### config.mk
export PLATFORM = sky130hd
export DESIGN_NAME = xmb_ext_bus
export DESIGN_NICKNAME = d
export VERILOG_FILES = /design/src/common/xmb_pkg.sv /design/src/design/xmb_ext_bus.sv /design/src/design/xmb_rst_qual.sv
export VERILOG_INCLUDE_DIRS = /design/src /design/src/common
export SDC_FILE = /design/constraint.sdc
export NUM_CORES = 1
export LEC_CHECK = 0
export BUFFER_PORTS_ARGS = -buffer_cell sky130_fd_sc_hd__buf_2
export CORE_UTILIZATION = 45
export CTS_CLUSTER_SIZE = 16
export DETAILED_ROUTE_END_ITERATION = 10
export PLACE_DENSITY_LB_ADDON = 0.1
export SLEW_MARGIN = 10
export SYNTH_ARGS = -nofsm -noshare
export SYNTH_HDL_FRONTEND = slang
export SYNTH_SLANG_ARGS = --single-unit
### constraint.sdc
create_clock -name clk_sys -period 6 [get_ports clk_sys]
set_input_delay 1.2 -clock clk_sys [delete_from_list [all_inputs] [get_ports clk_sys]]
set_output_delay 1.2 -clock clk_sys [all_outputs]
set_load 0.1 [all_outputs]
### src/common/xmb_defs.svh
// constants for the external memory bus and reset pin block
`ifndef XMB_DEFS_SVH
`define XMB_DEFS_SVH

// =====================================================================
// first configuration byte layout
`define XMB_CFG_RDMAP_LO 1
`define XMB_CFG_RDMAP_HI 2
`define XMB_CFG_SIZE_LSB 5
`define XMB_CFG_SIZE_MSB 6

// external memory size field encodings
`define XMB_SIZE_64K 2'h0
`define XMB_SIZE_128K 2'h1

// read-map field encodings
`define XMB_RDMAP_ALL 2'h0
`define XMB_RDMAP_UPPER 2'h1
`define XMB_RDMAP_LOWER 2'h2
`define XMB_RDMAP_CODE 2'h3

// =====================================================================
// pin and address bit positions
`define XMB_SIZE_256K_BIT 1
`define XMB_P1_A17_BIT 7
`define XMB_P3_WR_BIT 6
`define XMB_P3_A16_BIT 7
`define XMB_ADDR_A17 17
`define XMB_ADDR_A16 16
`define XMB_ADDR_HI_MSB 15
`define XMB_ADDR_HI_LSB 8
`define XMB_ADDR_LO_MSB 7
`define XMB_ADDR_LO_LSB 0

// =====================================================================
// address map
`define XMB_ONCHIP_CODE_TOP 18'h04000
`define XMB_UPPER_64K_BASE 18'h10000

// =====================================================================
// reset values and timing
`define XMB_PORT_RESET 8'hff
`define XMB_BYTE_ZERO 8'h00
`define XMB_BYTE_ONES 8'hff
`define XMB_ADDR_ZERO 18'h00000
`define XMB_RST_HOLD_CYCLES 7'h40
`define XMB_RST_CNT_ZERO 7'h00
`define XMB_RST_CNT_ONE 7'h01
`define XMB_STROBE_CYCLES 2'h2
`define XMB_CNT_ZERO 2'h0
`define XMB_CNT_ONE 2'h1

`endif

### src/common/xmb_pkg.sv
// types for the external memory bus and reset pin block
package xmb_pkg;

   // =====================================================================
   // bus cycle phases
   typedef enum logic [2:0] {
      ST_IDLE,
      ST_ALE,
      ST_AHOLD,
      ST_STROBE,
      ST_END
   } xmb_phase_t;

   // =====================================================================
   // bus engine state
   typedef struct packed {
      xmb_phase_t st;
      logic [1:0] cnt;
      logic [17:0] addr;
      logic [7:0] wdata;
      logic write;
      logic code;
      logic useRd;
      logic psenAct;
      logic rdAct;
      logic wrAct;
      logic ale;
      logic [7:0] p0Out;
      logic [7:0] p0Oe;
      logic [7:0] p1Out;
      logic [7:0] p2Out;
      logic [7:0] p3Out;
      logic psenN;
      logic rspValid;
      logic rspInternal;
      logic [7:0] rspData;
      logic reqReady;
      logic idleMode;
      logic powerDown;
   } xmb_bus_t;

   // =====================================================================
   // reset qualifier state
   typedef struct packed {
      logic [6:0] holdCnt;
      logic coreReset;
      logic extAccess;
   } xmb_rst_t;

endpackage

### src/design/xmb_ext_bus.sv
// external memory bus engine with port pin muxing and reset pin handling
`include "xmb_defs.svh"

module xmb_ext_bus
   import xmb_pkg::*;
(
   // clock and power-on reset
   input wire logic clk_sys,
   input wire logic rst_n,
   // reset and strap pins
   input wire logic rstPin,
   input wire logic external_access_select,
   // configuration and port latches from software
   input wire logic [7:0] first_configuration_byte,
   input wire logic [7:0] p0Latch,
   input wire logic [7:0] p1Latch,
   input wire logic [7:0] p2Latch,
   input wire logic [7:0] p3Latch,
   // power mode requests from the core
   input wire logic idleReq,
   input wire logic powerDownReq,
   input wire logic wakeIrq,
   // core access request
   input wire logic reqValid,
   input wire logic reqWrite,
   input wire logic reqCode,
   input wire logic [17:0] reqAddr,
   input wire logic [7:0] reqWdata,
   // core access answer
   output logic reqReady,
   output logic rspValid,
   output logic rspInternal,
   output logic [7:0] rspData,
   // core status
   output logic coreReset,
   output logic extAccessLatched,
   output logic idleMode,
   output logic powerDownMode,
   // port 0, muxed low address and data
   input wire logic [7:0] muxed_low_addr_data_in,
   output logic [7:0] muxed_low_addr_data_out,
   output logic [7:0] muxed_low_addr_data_oe,
   // ports 1 to 3 and strobes
   output logic [7:0] p1Out,
   output logic [7:0] upper_address_lines,
   output logic [7:0] p3Out,
   output logic addrLatchStrobe,
   output logic program_store_strobe_n
);

   xmb_bus_t s_r;
   xmb_bus_t s_nxt;
   logic pinRst_n;
   logic [1:0] sizeSel;
   logic [1:0] readMap;
   logic rdOnPin;
   logic onChip;

   // =====================================================================
   // helpers

   // address inside the program-strobe window chosen by the read map
   function automatic logic inPsenRange(input logic [1:0] map, input logic [17:0] addr);
      logic upper;
      upper = (addr >= `XMB_UPPER_64K_BASE);
      unique case (map)
         `XMB_RDMAP_ALL: inPsenRange = 1'b1;
         `XMB_RDMAP_UPPER: inPsenRange = upper;
         `XMB_RDMAP_LOWER: inPsenRange = !upper;
         `XMB_RDMAP_CODE: inPsenRange = 1'b0;
      endcase
   endfunction

   // pin levels between bus cycles, shared by the idle and closing phases
   function automatic xmb_bus_t idlePins(input xmb_bus_t s, input logic [7:0] p0l,
      input logic [7:0] p2l);
      idlePins = s;
      idlePins.ale = 1'b0;
      idlePins.p0Out = `XMB_BYTE_ZERO;
      // open-drain port 0: only latch zeros pull low, ones float
      idlePins.p0Oe = ~p0l;
      idlePins.p2Out = p2l;
   endfunction

   // =====================================================================
   // reset pin qualifier and strap latch
   xmb_rst_qual u_rst_qual (
      .clk_sys(clk_sys),
      .rst_n(rst_n),
      .rstPin(rstPin),
      .extAccessPin(external_access_select),
      .coreReset(coreReset),
      .extAccessLatched(extAccessLatched)
   );

   // pins drop to reset state without waiting for a clock edge
   assign pinRst_n = rst_n & ~rstPin;

   // =====================================================================
   // configuration decode
   assign sizeSel = first_configuration_byte[`XMB_CFG_SIZE_MSB:`XMB_CFG_SIZE_LSB];
   assign readMap = {first_configuration_byte[`XMB_CFG_RDMAP_HI],
                     first_configuration_byte[`XMB_CFG_RDMAP_LO]};
   // read strobe only exists when bit 16 is not taken by the address
   assign rdOnPin = (sizeSel == `XMB_SIZE_64K) && (readMap == `XMB_RDMAP_CODE);
   // on-chip fetch only with the strap latched high and below the code top
   assign onChip = extAccessLatched && (reqAddr < `XMB_ONCHIP_CODE_TOP);

   // =====================================================================
   // bus cycle sequencing
   always_comb
   begin
      s_nxt = s_r;
      s_nxt.rspValid = 1'b0;
      s_nxt.rspInternal = 1'b0;
      unique case (s_r.st)
         ST_IDLE:
         begin
            s_nxt = idlePins(s_nxt, p0Latch, p2Latch);
            if (reqValid && s_r.reqReady)
            begin
               if (reqCode && onChip)
               begin
                  // internal code memory answers; no pin activity
                  s_nxt.rspValid = 1'b1;
                  s_nxt.rspInternal = 1'b1;
               end
               else
               begin
                  s_nxt.addr = reqAddr;
                  s_nxt.wdata = reqWdata;
                  s_nxt.write = reqWrite;
                  s_nxt.code = reqCode;
                  s_nxt.useRd = !reqCode && !reqWrite && rdOnPin &&
                                !inPsenRange(readMap, reqAddr);
                  s_nxt.ale = 1'b1;
                  s_nxt.p0Out = reqAddr[`XMB_ADDR_LO_MSB:`XMB_ADDR_LO_LSB];
                  s_nxt.p0Oe = `XMB_BYTE_ONES;
                  s_nxt.p2Out = reqAddr[`XMB_ADDR_HI_MSB:`XMB_ADDR_HI_LSB];
                  s_nxt.st = ST_ALE;
               end
            end
         end
         ST_ALE:
         begin
            // address stays put past the falling latch edge for hold time
            s_nxt.ale = 1'b0;
            s_nxt.st = ST_AHOLD;
         end
         ST_AHOLD:
         begin
            s_nxt.cnt = `XMB_STROBE_CYCLES - `XMB_CNT_ONE;
            s_nxt.st = ST_STROBE;
            if (s_r.write)
            begin
               s_nxt.p0Out = s_r.wdata;
               s_nxt.wrAct = 1'b1;
            end
            else
            begin
               // release the lines so memory can drive the data byte
               s_nxt.p0Oe = `XMB_BYTE_ZERO;
               s_nxt.rdAct = s_r.useRd;
               s_nxt.psenAct = !s_r.useRd &&
                               (s_r.code || inPsenRange(readMap, s_r.addr) || !rdOnPin);
            end
         end
         ST_STROBE:
         begin
            // data byte taken as the strobe rises, after the full pulse width
            if (s_r.cnt == `XMB_CNT_ZERO)
            begin
               s_nxt.rspData = muxed_low_addr_data_in;
               s_nxt.psenAct = 1'b0;
               s_nxt.rdAct = 1'b0;
               s_nxt.wrAct = 1'b0;
               s_nxt.st = ST_END;
            end
            else
            begin
               s_nxt.cnt = s_r.cnt - `XMB_CNT_ONE;
            end
         end
         ST_END:
         begin
            // write data held one cycle past the strobe edge
            s_nxt.rspValid = 1'b1;
            s_nxt = idlePins(s_nxt, p0Latch, p2Latch);
            s_nxt.st = ST_IDLE;
         end
      endcase

      // power modes; only the asynchronous reset pin leaves power-down, while idle is also left on wake
      if (s_r.st == ST_IDLE && !s_r.idleMode && !s_r.powerDown)
      begin
         if (powerDownReq)
         begin
            s_nxt.powerDown = 1'b1;
         end
         else if (idleReq)
         begin
            s_nxt.idleMode = 1'b1;
         end
      end
      // wake beats a same-cycle idle request, so no wake event is lost
      if (wakeIrq)
      begin
         s_nxt.idleMode = 1'b0;
      end

      // pin function muxing for the extra address lines and strobes
      s_nxt.p1Out = p1Latch;
      if (sizeSel[`XMB_SIZE_256K_BIT])
      begin
         s_nxt.p1Out[`XMB_P1_A17_BIT] = s_nxt.addr[`XMB_ADDR_A17];
      end
      s_nxt.p3Out = p3Latch;
      // strobe only pulls the latch level low, so software keeps the idle level
      s_nxt.p3Out[`XMB_P3_WR_BIT] = p3Latch[`XMB_P3_WR_BIT] & ~s_nxt.wrAct;
      if (sizeSel != `XMB_SIZE_64K)
      begin
         s_nxt.p3Out[`XMB_P3_A16_BIT] = s_nxt.addr[`XMB_ADDR_A16];
      end
      else if (rdOnPin)
      begin
         s_nxt.p3Out[`XMB_P3_A16_BIT] = p3Latch[`XMB_P3_A16_BIT] & ~s_nxt.rdAct;
      end
      s_nxt.psenN = ~s_nxt.psenAct;
      // ready is registered: it drops right after a take that starts a bus cycle, so requests never overlap
      s_nxt.reqReady = (s_nxt.st == ST_IDLE) && !s_nxt.idleMode && !s_nxt.powerDown &&
                       !coreReset;
   end

   // =====================================================================
   // state register; reset pin clears pins and power modes at once
   always_ff @(posedge clk_sys or negedge pinRst_n)
   begin
      if (!pinRst_n)
      begin
         // strap and core reset live in the qualifier; only bus, pins and power modes clear here
         s_r <= '{
            st: ST_IDLE,
            cnt: `XMB_CNT_ZERO,
            addr: `XMB_ADDR_ZERO,
            wdata: `XMB_BYTE_ZERO,
            write: 1'b0,
            code: 1'b0,
            useRd: 1'b0,
            psenAct: 1'b0,
            rdAct: 1'b0,
            wrAct: 1'b0,
            ale: 1'b0,
            p0Out: `XMB_BYTE_ZERO,
            p0Oe: `XMB_BYTE_ZERO,
            p1Out: `XMB_PORT_RESET,
            p2Out: `XMB_PORT_RESET,
            p3Out: `XMB_PORT_RESET,
            psenN: 1'b1,
            rspValid: 1'b0,
            rspInternal: 1'b0,
            rspData: `XMB_BYTE_ZERO,
            reqReady: 1'b0,
            idleMode: 1'b0,
            powerDown: 1'b0
         };
      end
      else
      begin
         s_r <= s_nxt;
      end
   end

   // =====================================================================
   // outputs straight from the state register
   assign reqReady = s_r.reqReady;
   assign rspValid = s_r.rspValid;
   assign rspInternal = s_r.rspInternal;
   assign rspData = s_r.rspData;
   assign idleMode = s_r.idleMode;
   assign powerDownMode = s_r.powerDown;
   assign muxed_low_addr_data_out = s_r.p0Out;
   assign muxed_low_addr_data_oe = s_r.p0Oe;
   assign p1Out = s_r.p1Out;
   assign upper_address_lines = s_r.p2Out;
   assign p3Out = s_r.p3Out;
   assign addrLatchStrobe = s_r.ale;
   assign program_store_strobe_n = s_r.psenN;

endmodule

### src/design/xmb_rst_qual.sv
// reset pin qualifier and external-access strap latch
`include "xmb_defs.svh"

module xmb_rst_qual
   import xmb_pkg::*;
(
   // clock and power-on reset
   input wire logic clk_sys,
   input wire logic rst_n,
   // pins
   input wire logic rstPin,
   input wire logic extAccessPin,
   // results
   output logic coreReset,
   output logic extAccessLatched
);

   xmb_rst_t s_r;
   xmb_rst_t s_nxt;

   // =====================================================================
   // hold counter and strap capture
   always_comb
   begin
      s_nxt = s_r;
      if (rstPin)
      begin
         // short glitches on the pin never reach the core
         if (s_r.holdCnt != `XMB_RST_HOLD_CYCLES)
         begin
            s_nxt.holdCnt = s_r.holdCnt + `XMB_RST_CNT_ONE;
         end
         if (s_r.holdCnt == `XMB_RST_HOLD_CYCLES - `XMB_RST_CNT_ONE)
         begin
            s_nxt.coreReset = 1'b1;
         end
         // strap follows the pin only while reset is applied
         s_nxt.extAccess = extAccessPin;
      end
      else
      begin
         s_nxt.holdCnt = `XMB_RST_CNT_ZERO;
         s_nxt.coreReset = 1'b0;
      end
   end

   // =====================================================================
   // state register; power-on puts the core in reset, off-chip fetch
   always_ff @(posedge clk_sys or negedge rst_n)
   begin
      if (!rst_n)
      begin
         s_r <= '{holdCnt: `XMB_RST_CNT_ZERO, coreReset: 1'b1, extAccess: 1'b0};
      end
      else
      begin
         s_r <= s_nxt;
      end
   end

   assign coreReset = s_r.coreReset;
   assign extAccessLatched = s_r.extAccess;

endmodule

==> flow_summary.json, run 1 <==
{
  "run_status": "complete, no violations",
  "cts_root_buf": "clkbuf_8",
  "required_ps": 6260,
  "antenna_found_initial": 0,
  "overflow": 0,
  "ys_seq_elements": 85,
  "cpPeakStageDelay_ps": 770,
  "route.detailed.drc": 0,
  "comb_power_share_pct": 53.9,
  "crit_type": "primary input to flop",
  "startpoint_type": "primary input",
  "wire_per_inst_um": 13.6,
  "timing.fmax_ghz": 0.381,
  "via_per_inst": 4.91,
  "hp-class": "flop to flop",
  "synth.avg_cell_area_um2": 11.6,
  "drt_iter0_drc": 137,
  "yosys.cell_types.count": 50,
  "holdCritStartpoint": "s_r[57]$_DFF_PN0_",
  "power_density_mw_per_mm2": 593,
  "multiInputGateArea_mm2": 0.00129,
  "final_cell_area_mm2": 0.00451,
  "swShare_pct": 54.9,
  "syn_inst": 337,
  "syn_nets": 424,
  "async_flop_share_pct": 100,
  "p_sw_mw": 1.47,
  "p_leak_nw": 2.17,
  "ctsResizeCount": 0,
  "drive_above_1_share_pct": 49.8,
  "place_area_mm2": 0.00432,
  "io_pins": 141,
  "syn_to_final_growth_pct": 15.6,
  "p_int_mw": 1.20,
  "die_w_um": 95.1,
  "path_cells": "buf_2 > nor4b_4 > a21oi_1 > nand2_1 > a31oi_1",
  "critPathBufInv": 1,
  "drt-pass1-iter-count": 4,
  "routed_wirelength_um": 7310,
  "end_kind": "flop",
  "clock_skew_ps": 8.70,
  "crit_family": "compound AO/OA/AOI/OAI gates",
  "dp_hpwl_um": 5180,
  "numPlacedInstances": 521,
  "crit_fanout": 12,
  "cp_slowest_cell": "a21oi_1",
  "port_buffers": 136,
  "clock_latency_ps": 340,
  "cts.sinks": 85,
  "critPathLaunch": "reqCode",
  "vias": 2639,
  "grt_pass1_wl_um": 11800,
  "final_nets": 514,
  "syn-cell-area_mm2": 0.00390,
  "period_needed_ps": 2620,
  "routabilityCongestion": 0.704,
  "path_clk_slew_ps": 80,
  "grtUsageTotal_pct": 17.0,
  "final_cell_mix": "buf_2 (136), dfrtp_1 (59), nor2_1 (33)",
  "fin_setup_tns_ps": 0,
  "drv_slew": 0,
  "finalHoldViolations": 0,
  "grt_pass1_vias": 2453,
  "cts_hold_buffers": 0,
  "cts_buffer_depth": 2,
  "stdcell_count": 537,
  "power_frac_seq_pct": 32.2,
  "htree_levels": 3,
  "num_antenna_cells": 0,
  "rsz0062_at_grt": "no",
  "setup_viol_count_final": 0,
  "vdd.ir_drop.worst_uv": 271,
  "ant_nets": 0,
  "cts_setup_buffers": 0,
  "max_cap_viol_count": 0,
  "worstMarginPinSlew_ps": 966,
  "dieArea_mm2": 0.00904,
  "start_util_pct": 47.0,
  "p_clk_share_pct": 14.0,
  "grt_max_degree": 56,
  "die_h_um": 95.1,
  "layout_commonest_cell": "buf_2",
  "ys_warn_count": 0,
  "ys.flop_type": "dfrtp_1",
  "fillerInstances": 756,
  "cts_buffers": 9,
  "regToRegStartpoint": "u_rst_qual.extAccessLatched$_DFFE_PN0P_",
  "core_mm2": 0.00830,
  "seq_area_frac_synth_pct": 55.4,
  "fin_crit_sh_pct": 43.7,
  "r2r_slack_ps": 3910,
  "seq_area_mm2": 0.00216,
  "synth_edf_count": 0,
  "relSlewSlack_pct": 35.6,
  "cts_tree": "yes",
  "cp.arrival_ps": 2880,
  "rows": 33
}
[cells by family (layout without fill, tap and decap cells)]
family / after synthesis / after routing / synth area share [%]
buffers and inverters: 68 / 163 / 11.6
AO/OA/AOI/OAI: 61 / 61 / 10.6
adder cells (fa/ha/maj): 3 / 3 / 0.963
multiplexers: 32 / 32 / 8.95
XOR/XNOR: 4 / 4 / 0.899
AND/OR/NAND/NOR: 84 / 84 / 11.5
flip-flops: 85 / 85 / 55.4
[power groups by stage]
stage	logic (mW)	registers, mW	clock network [mW]
floorplan	1.38	0.897	0
global placement	1.43	0.867	0
detailed placement	1.45	0.869	0
CTS	1.45	0.860	0.390
global route	1.51	0.887	0.412
finish	1.44	0.859	0.373
[sequential cells by signal, indices dropped and copies added (netlist names), 7 cells and up]
signal                   count
muxed_low_addr_data_out      8
u_rst_qual.s_r               7
muxed_low_addr_data_oe       8
upper_address_lines          8
p1Out                        8
p3Out                        8
s_r                         21
rspData                      8
[cell usage after synthesis (all sizes together) (2+ instances only)]
master / instances / area, um2
nor3: 3 / 15.0
mux2i: 9 / 90.1
a21oi: 22 / 114
inv: 7 / 26.3
a22oi: 2 / 15.0
nand3: 5 / 25.0
dfrtp: 59 / 1480
clkbuf: 4 / 15.0
and2: 4 / 25.0
o31ai: 2 / 15.0
nand2: 12 / 45.0
mux2: 23 / 259
nor2b: 4 / 25.0
nor2: 33 / 124
nand2b: 2 / 12.5
a22o: 3 / 26.3
dfstp: 26 / 683
buf: 57 / 413
a21boi: 2 / 15.0
o21ai: 2 / 10.0
nor4b: 2 / 32.5
ha: 3 / 37.5
a31oi: 8 / 50.1
or2: 10 / 62.6
xnor2: 3 / 26.3
a21o: 3 / 22.5
o21a: 4 / 30.0
a32oi: 8 / 70.1
[per-stage QoR]
stage | setup slack, ps | power (mW) | hold WS, ps | utilization (%)
6_report | 3380 | 2.67 | 438 | 54.3
5_1_grt | 3190 | 2.81 | 458 | 54.3
4_1_cts | 3390 | 2.70 | 444 | 54.3
3_5_place_dp | 3020 | 2.32 | 421 | 52.1
3_3_place_gp | 3060 | 2.30 | 431 | 52.1
2_1_floorplan | 52.4 | 2.27 | 407 | -
[final timing paths]
path / cells after the start / end
worst min register to register: 1 / program_store_strobe_n$_DFF_PN1_
min in group asynchronous: 1 / u_rst_qual.extAccessLatched$_DFFE_PN0P_
worst max register to register: 4 / muxed_low_addr_data_oe[0]$_DFFE_PN0P_
worst min-delay path: 1 / program_store_strobe_n$_DFF_PN1_
worst max-delay path: 5 / muxed_low_addr_data_oe[0]$_DFFE_PN0P_
max in group asynchronous: 3 / s_r[90]$_DFF_PN0_
[layout make-up]
type,count,area share (%)
multi-input cells,184,28.7
inverters,7,0.583
clock inverters,5,0.722
clock buffers,11,3.39
well taps,105,2.92
flip-flops and latches,85,47.9
repair buffers,140,15.8
[metal layers]
metal	GRT usage, %	up-vias	wire (um)	share of wire, %
met2	24.8	87	3250	44
met1	24.1	1252	3420	47
met4	6.82	0	91	1.2
met5	0	-	0	0
met3	4.47	7	549	7.5
li1	-	1293	-	-
[worst reg2reg max path, delay by kind of cell (launching register included)]
kind	cells	cell delay, ps
simple gates	2	600
compound gates	2	1000
flops	1	400
Note: power is estimated with default switching activity, not from simulation.
==> run 2, diff against run 1 <==
--- a/config.mk
+++ b/config.mk
@@ -6,6 +6,7 @@
 export SDC_FILE = /design/constraint.sdc
 export NUM_CORES = 1
 export LEC_CHECK = 0
+export ABC_AREA = 1
 export BUFFER_PORTS_ARGS = -buffer_cell sky130_fd_sc_hd__buf_2
 export CORE_UTILIZATION = 45
 export CTS_CLUSTER_SIZE = 16
==> constraint.sdc (replaced) <==
create_clock -name clk_sys -period 2.4 [get_ports clk_sys]
set_input_delay 0.48 -clock clk_sys [delete_from_list [all_inputs] [get_ports clk_sys]]
set_output_delay 0.48 -clock clk_sys [all_outputs]
set_load 0.1 [all_outputs]
==> flow_summary.json, run 2 <==
{
  "run_status": "complete, no violations",
  "layout_commonest_cell": "buf_2",
  "rsz0062_at_grt": "no",
  "setup_viol_count_final": 0,
  "grt_pass1_wl_um": 14000,
  "crit_type": "flop to output port",
  "die_w_um": 97.1,
  "start_util_pct": 46.7,
  "cts_root_buf": "clkbuf_8",
  "yosysMostFrequentCell": "nand2_1",
  "wire_per_inst_um": 12.7,
  "timing.fmax_ghz": 0.555,
  "io_pins": 141,
  "grt.busiest_layer": "met2",
  "clock_skew_ps": 15.0,
  "cpPeakStageDelay_ps": 550,
  "via_per_inst": 4.72,
  "ys.flop_type": "dfrtp_1",
  "drv_slew": 0,
  "overflow": 0,
  "relSlewSlack_pct": 56.4,
  "yosysTopAreaCell": "dfrtp_1",
  "synth_top_area_share_pct": 36.3,
  "max_cap_viol_count": 0,
  "top_register": "s_r",
  "routed_wirelength_um": 8220,
  "hp-class": "primary input to flop",
  "drive_above_1_share_pct": 39.7,
  "async_flop_share_pct": 100,
  "synthTopCellsByCount": "nand2_1 (83), dfrtp_1 (59), buf_4 (51), inv_1 (50), nor2_1 (43)",
  "cp.arrival_ps": 1320,
  "seq_area_frac_synth_pct": 53.0,
  "cts_buffer_depth": 2,
  "dieArea_mm2": 0.00943,
  "cp_slowest_cell": "dfstp_2",
  "drt-pass1-iter-count": 5,
  "crit_family": "flip-flops",
  "grt_util_met3_pct": 4.03,
  "period_needed_ps": 1800,
  "cts.sinks": 85,
  "core_mm2": 0.00872,
  "grt_util_met2_pct": 29.5,
  "vias": 3061,
  "grtUsageTotal_pct": 18.4,
  "yosys.cell_types.count": 30,
  "finalHoldViolations": 0,
  "crit_fanout": 3,
  "grt_max_degree": 34,
  "cts_tree": "yes",
  "path_clk_slew_ps": 90,
  "ys_seq_elements": 85,
  "num_antenna_cells": 0,
  "final_nets": 623,
  "grt_pass1_vias": 3031,
  "synth.avg_cell_area_um2": 9.21,
  "startpoint_type": "flop",
  "syn_nets": 529,
  "syn_to_final_growth_pct": 15.3,
  "rows": 34,
  "fin_setup_tns_ps": 0,
  "met1_usage_pct": 24.6,
  "synth.area.top_cells": "dfrtp_1 (36%), dfstp_2 (17%), buf_4 (9.4%)",
  "worstMarginPinSlew_ps": 653,
  "critPathBufInv": 1,
  "fin_crit_sh_pct": 75.1,
  "antenna_found_initial": 0,
  "path_cells": "buf_2",
  "cts_buffers": 9,
  "final_cell_mix": "buf_2 (136), nand2_1 (83), dfrtp_1 (59)",
  "synth_edf_count": 0,
  "route.detailed.drc": 0,
  "syn-cell-area_mm2": 0.00407,
  "largest_reg_flops": 21,
  "syn_inst": 442,
  "end_kind": "output port",
  "die_h_um": 97.1,
  "clock_latency_ps": 360,
  "dp_hpwl_um": 6030,
  "ant_nets": 0,
  "routabilityCongestion": 0.868,
  "port_buffers": 136,
  "drt_iter0_drc": 105,
  "htree_levels": 3,
  "required_ps": 1920,
  "ys_warn_count": 0
}
run 2: path summary, 6_finish.rpt:
kind                                                        from                                      to  slack, ps  cells past startpoint
min in group asynchronous                                 rstPin                     s_r[67]$_DFFE_PN0P_        290                      2
max in group asynchronous                                  rst_n                      p3Out[6]$_DFF_PN1_        750                      5
worst max-delay path            u_rst_qual.coreReset$_DFFE_PN1P_                               coreReset        600                      1
worst min register to register  u_rst_qual.coreReset$_DFFE_PN1P_        u_rst_qual.coreReset$_DFFE_PN1P_        480                      2
worst min-delay path                                  p1Latch[6]                      p1Out[6]$_DFF_PN1_        210                      1
worst max register to register                 s_r[91]$_DFF_PN0_  muxed_low_addr_data_out[7]$_DFFE_PN0P_        630                      8
run 2: worst reg2reg max path: cells and delay by family, from the launching register on:
family / cells / cell delay, ps
DFF: 1 / 470
and+or+nand+nor: 5 / 780
buffers and inverters: 1 / 130
AOI/OAI and AO/OA: 2 / 290
run 2: per-stage QoR:
step	area [um2]	worst slack, ps	utilization, %	std cells	hold slack (ps)
final	4690	598	53.8	649	209
after global routing	4690	425	53.8	649	181
after CTS	4690	577	53.8	649	194
after detailed placement	4500	553	51.6	632	353
after global placement	4500	586	51.6	632	351
after floorplan	4080	451	-	442	184
run 2: cell families (layout without fill, tap and decap cells):
family / Yosys count / in the layout / share of synthesized area (%)
fa+ha+maj: 3 / 3 / 0.922
buf+inv: 110 / 209 / 15.6
compound gates: 63 / 63 / 8.85
xor+xnor: 1 / 1 / 0.215
simple gates: 172 / 172 / 18.4
flops: 85 / 85 / 53.0
mux: 8 / 8 / 2.95
run 2: layer usage:
layer / up-vias / wire length (um)
met2: 89 / 3900
met1: 1428 / 3820
met4: 0 / 70
met3: 7 / 434
li1: 1537 / -
met5: - / 0
run 2: area by class of cell:
| type | instances | area, um2 |
|---|---|---|
| clock buffers | 9 | 124 |
| multi-input cells | 247 | 1280 |
| flip-flops and latches | 85 | 2160 |
| inverters | 53 | 199 |
| repair buffers | 140 | 738 |
| fillers | 847 | 4030 |
| clock inverters | 7 | 56.3 |
| well taps | 108 | 135 |
run 2: timing repair:
action,CTS,global route
gates resized for setup,0,0
buffers inserted,0,0
hold buffers,1,0
hold endpoints to repair,8,0
Power of run 2 is left out: the tool's default activity adds up to more than one toggle a clock period on the data nets, which glitch-free logic cannot reach.
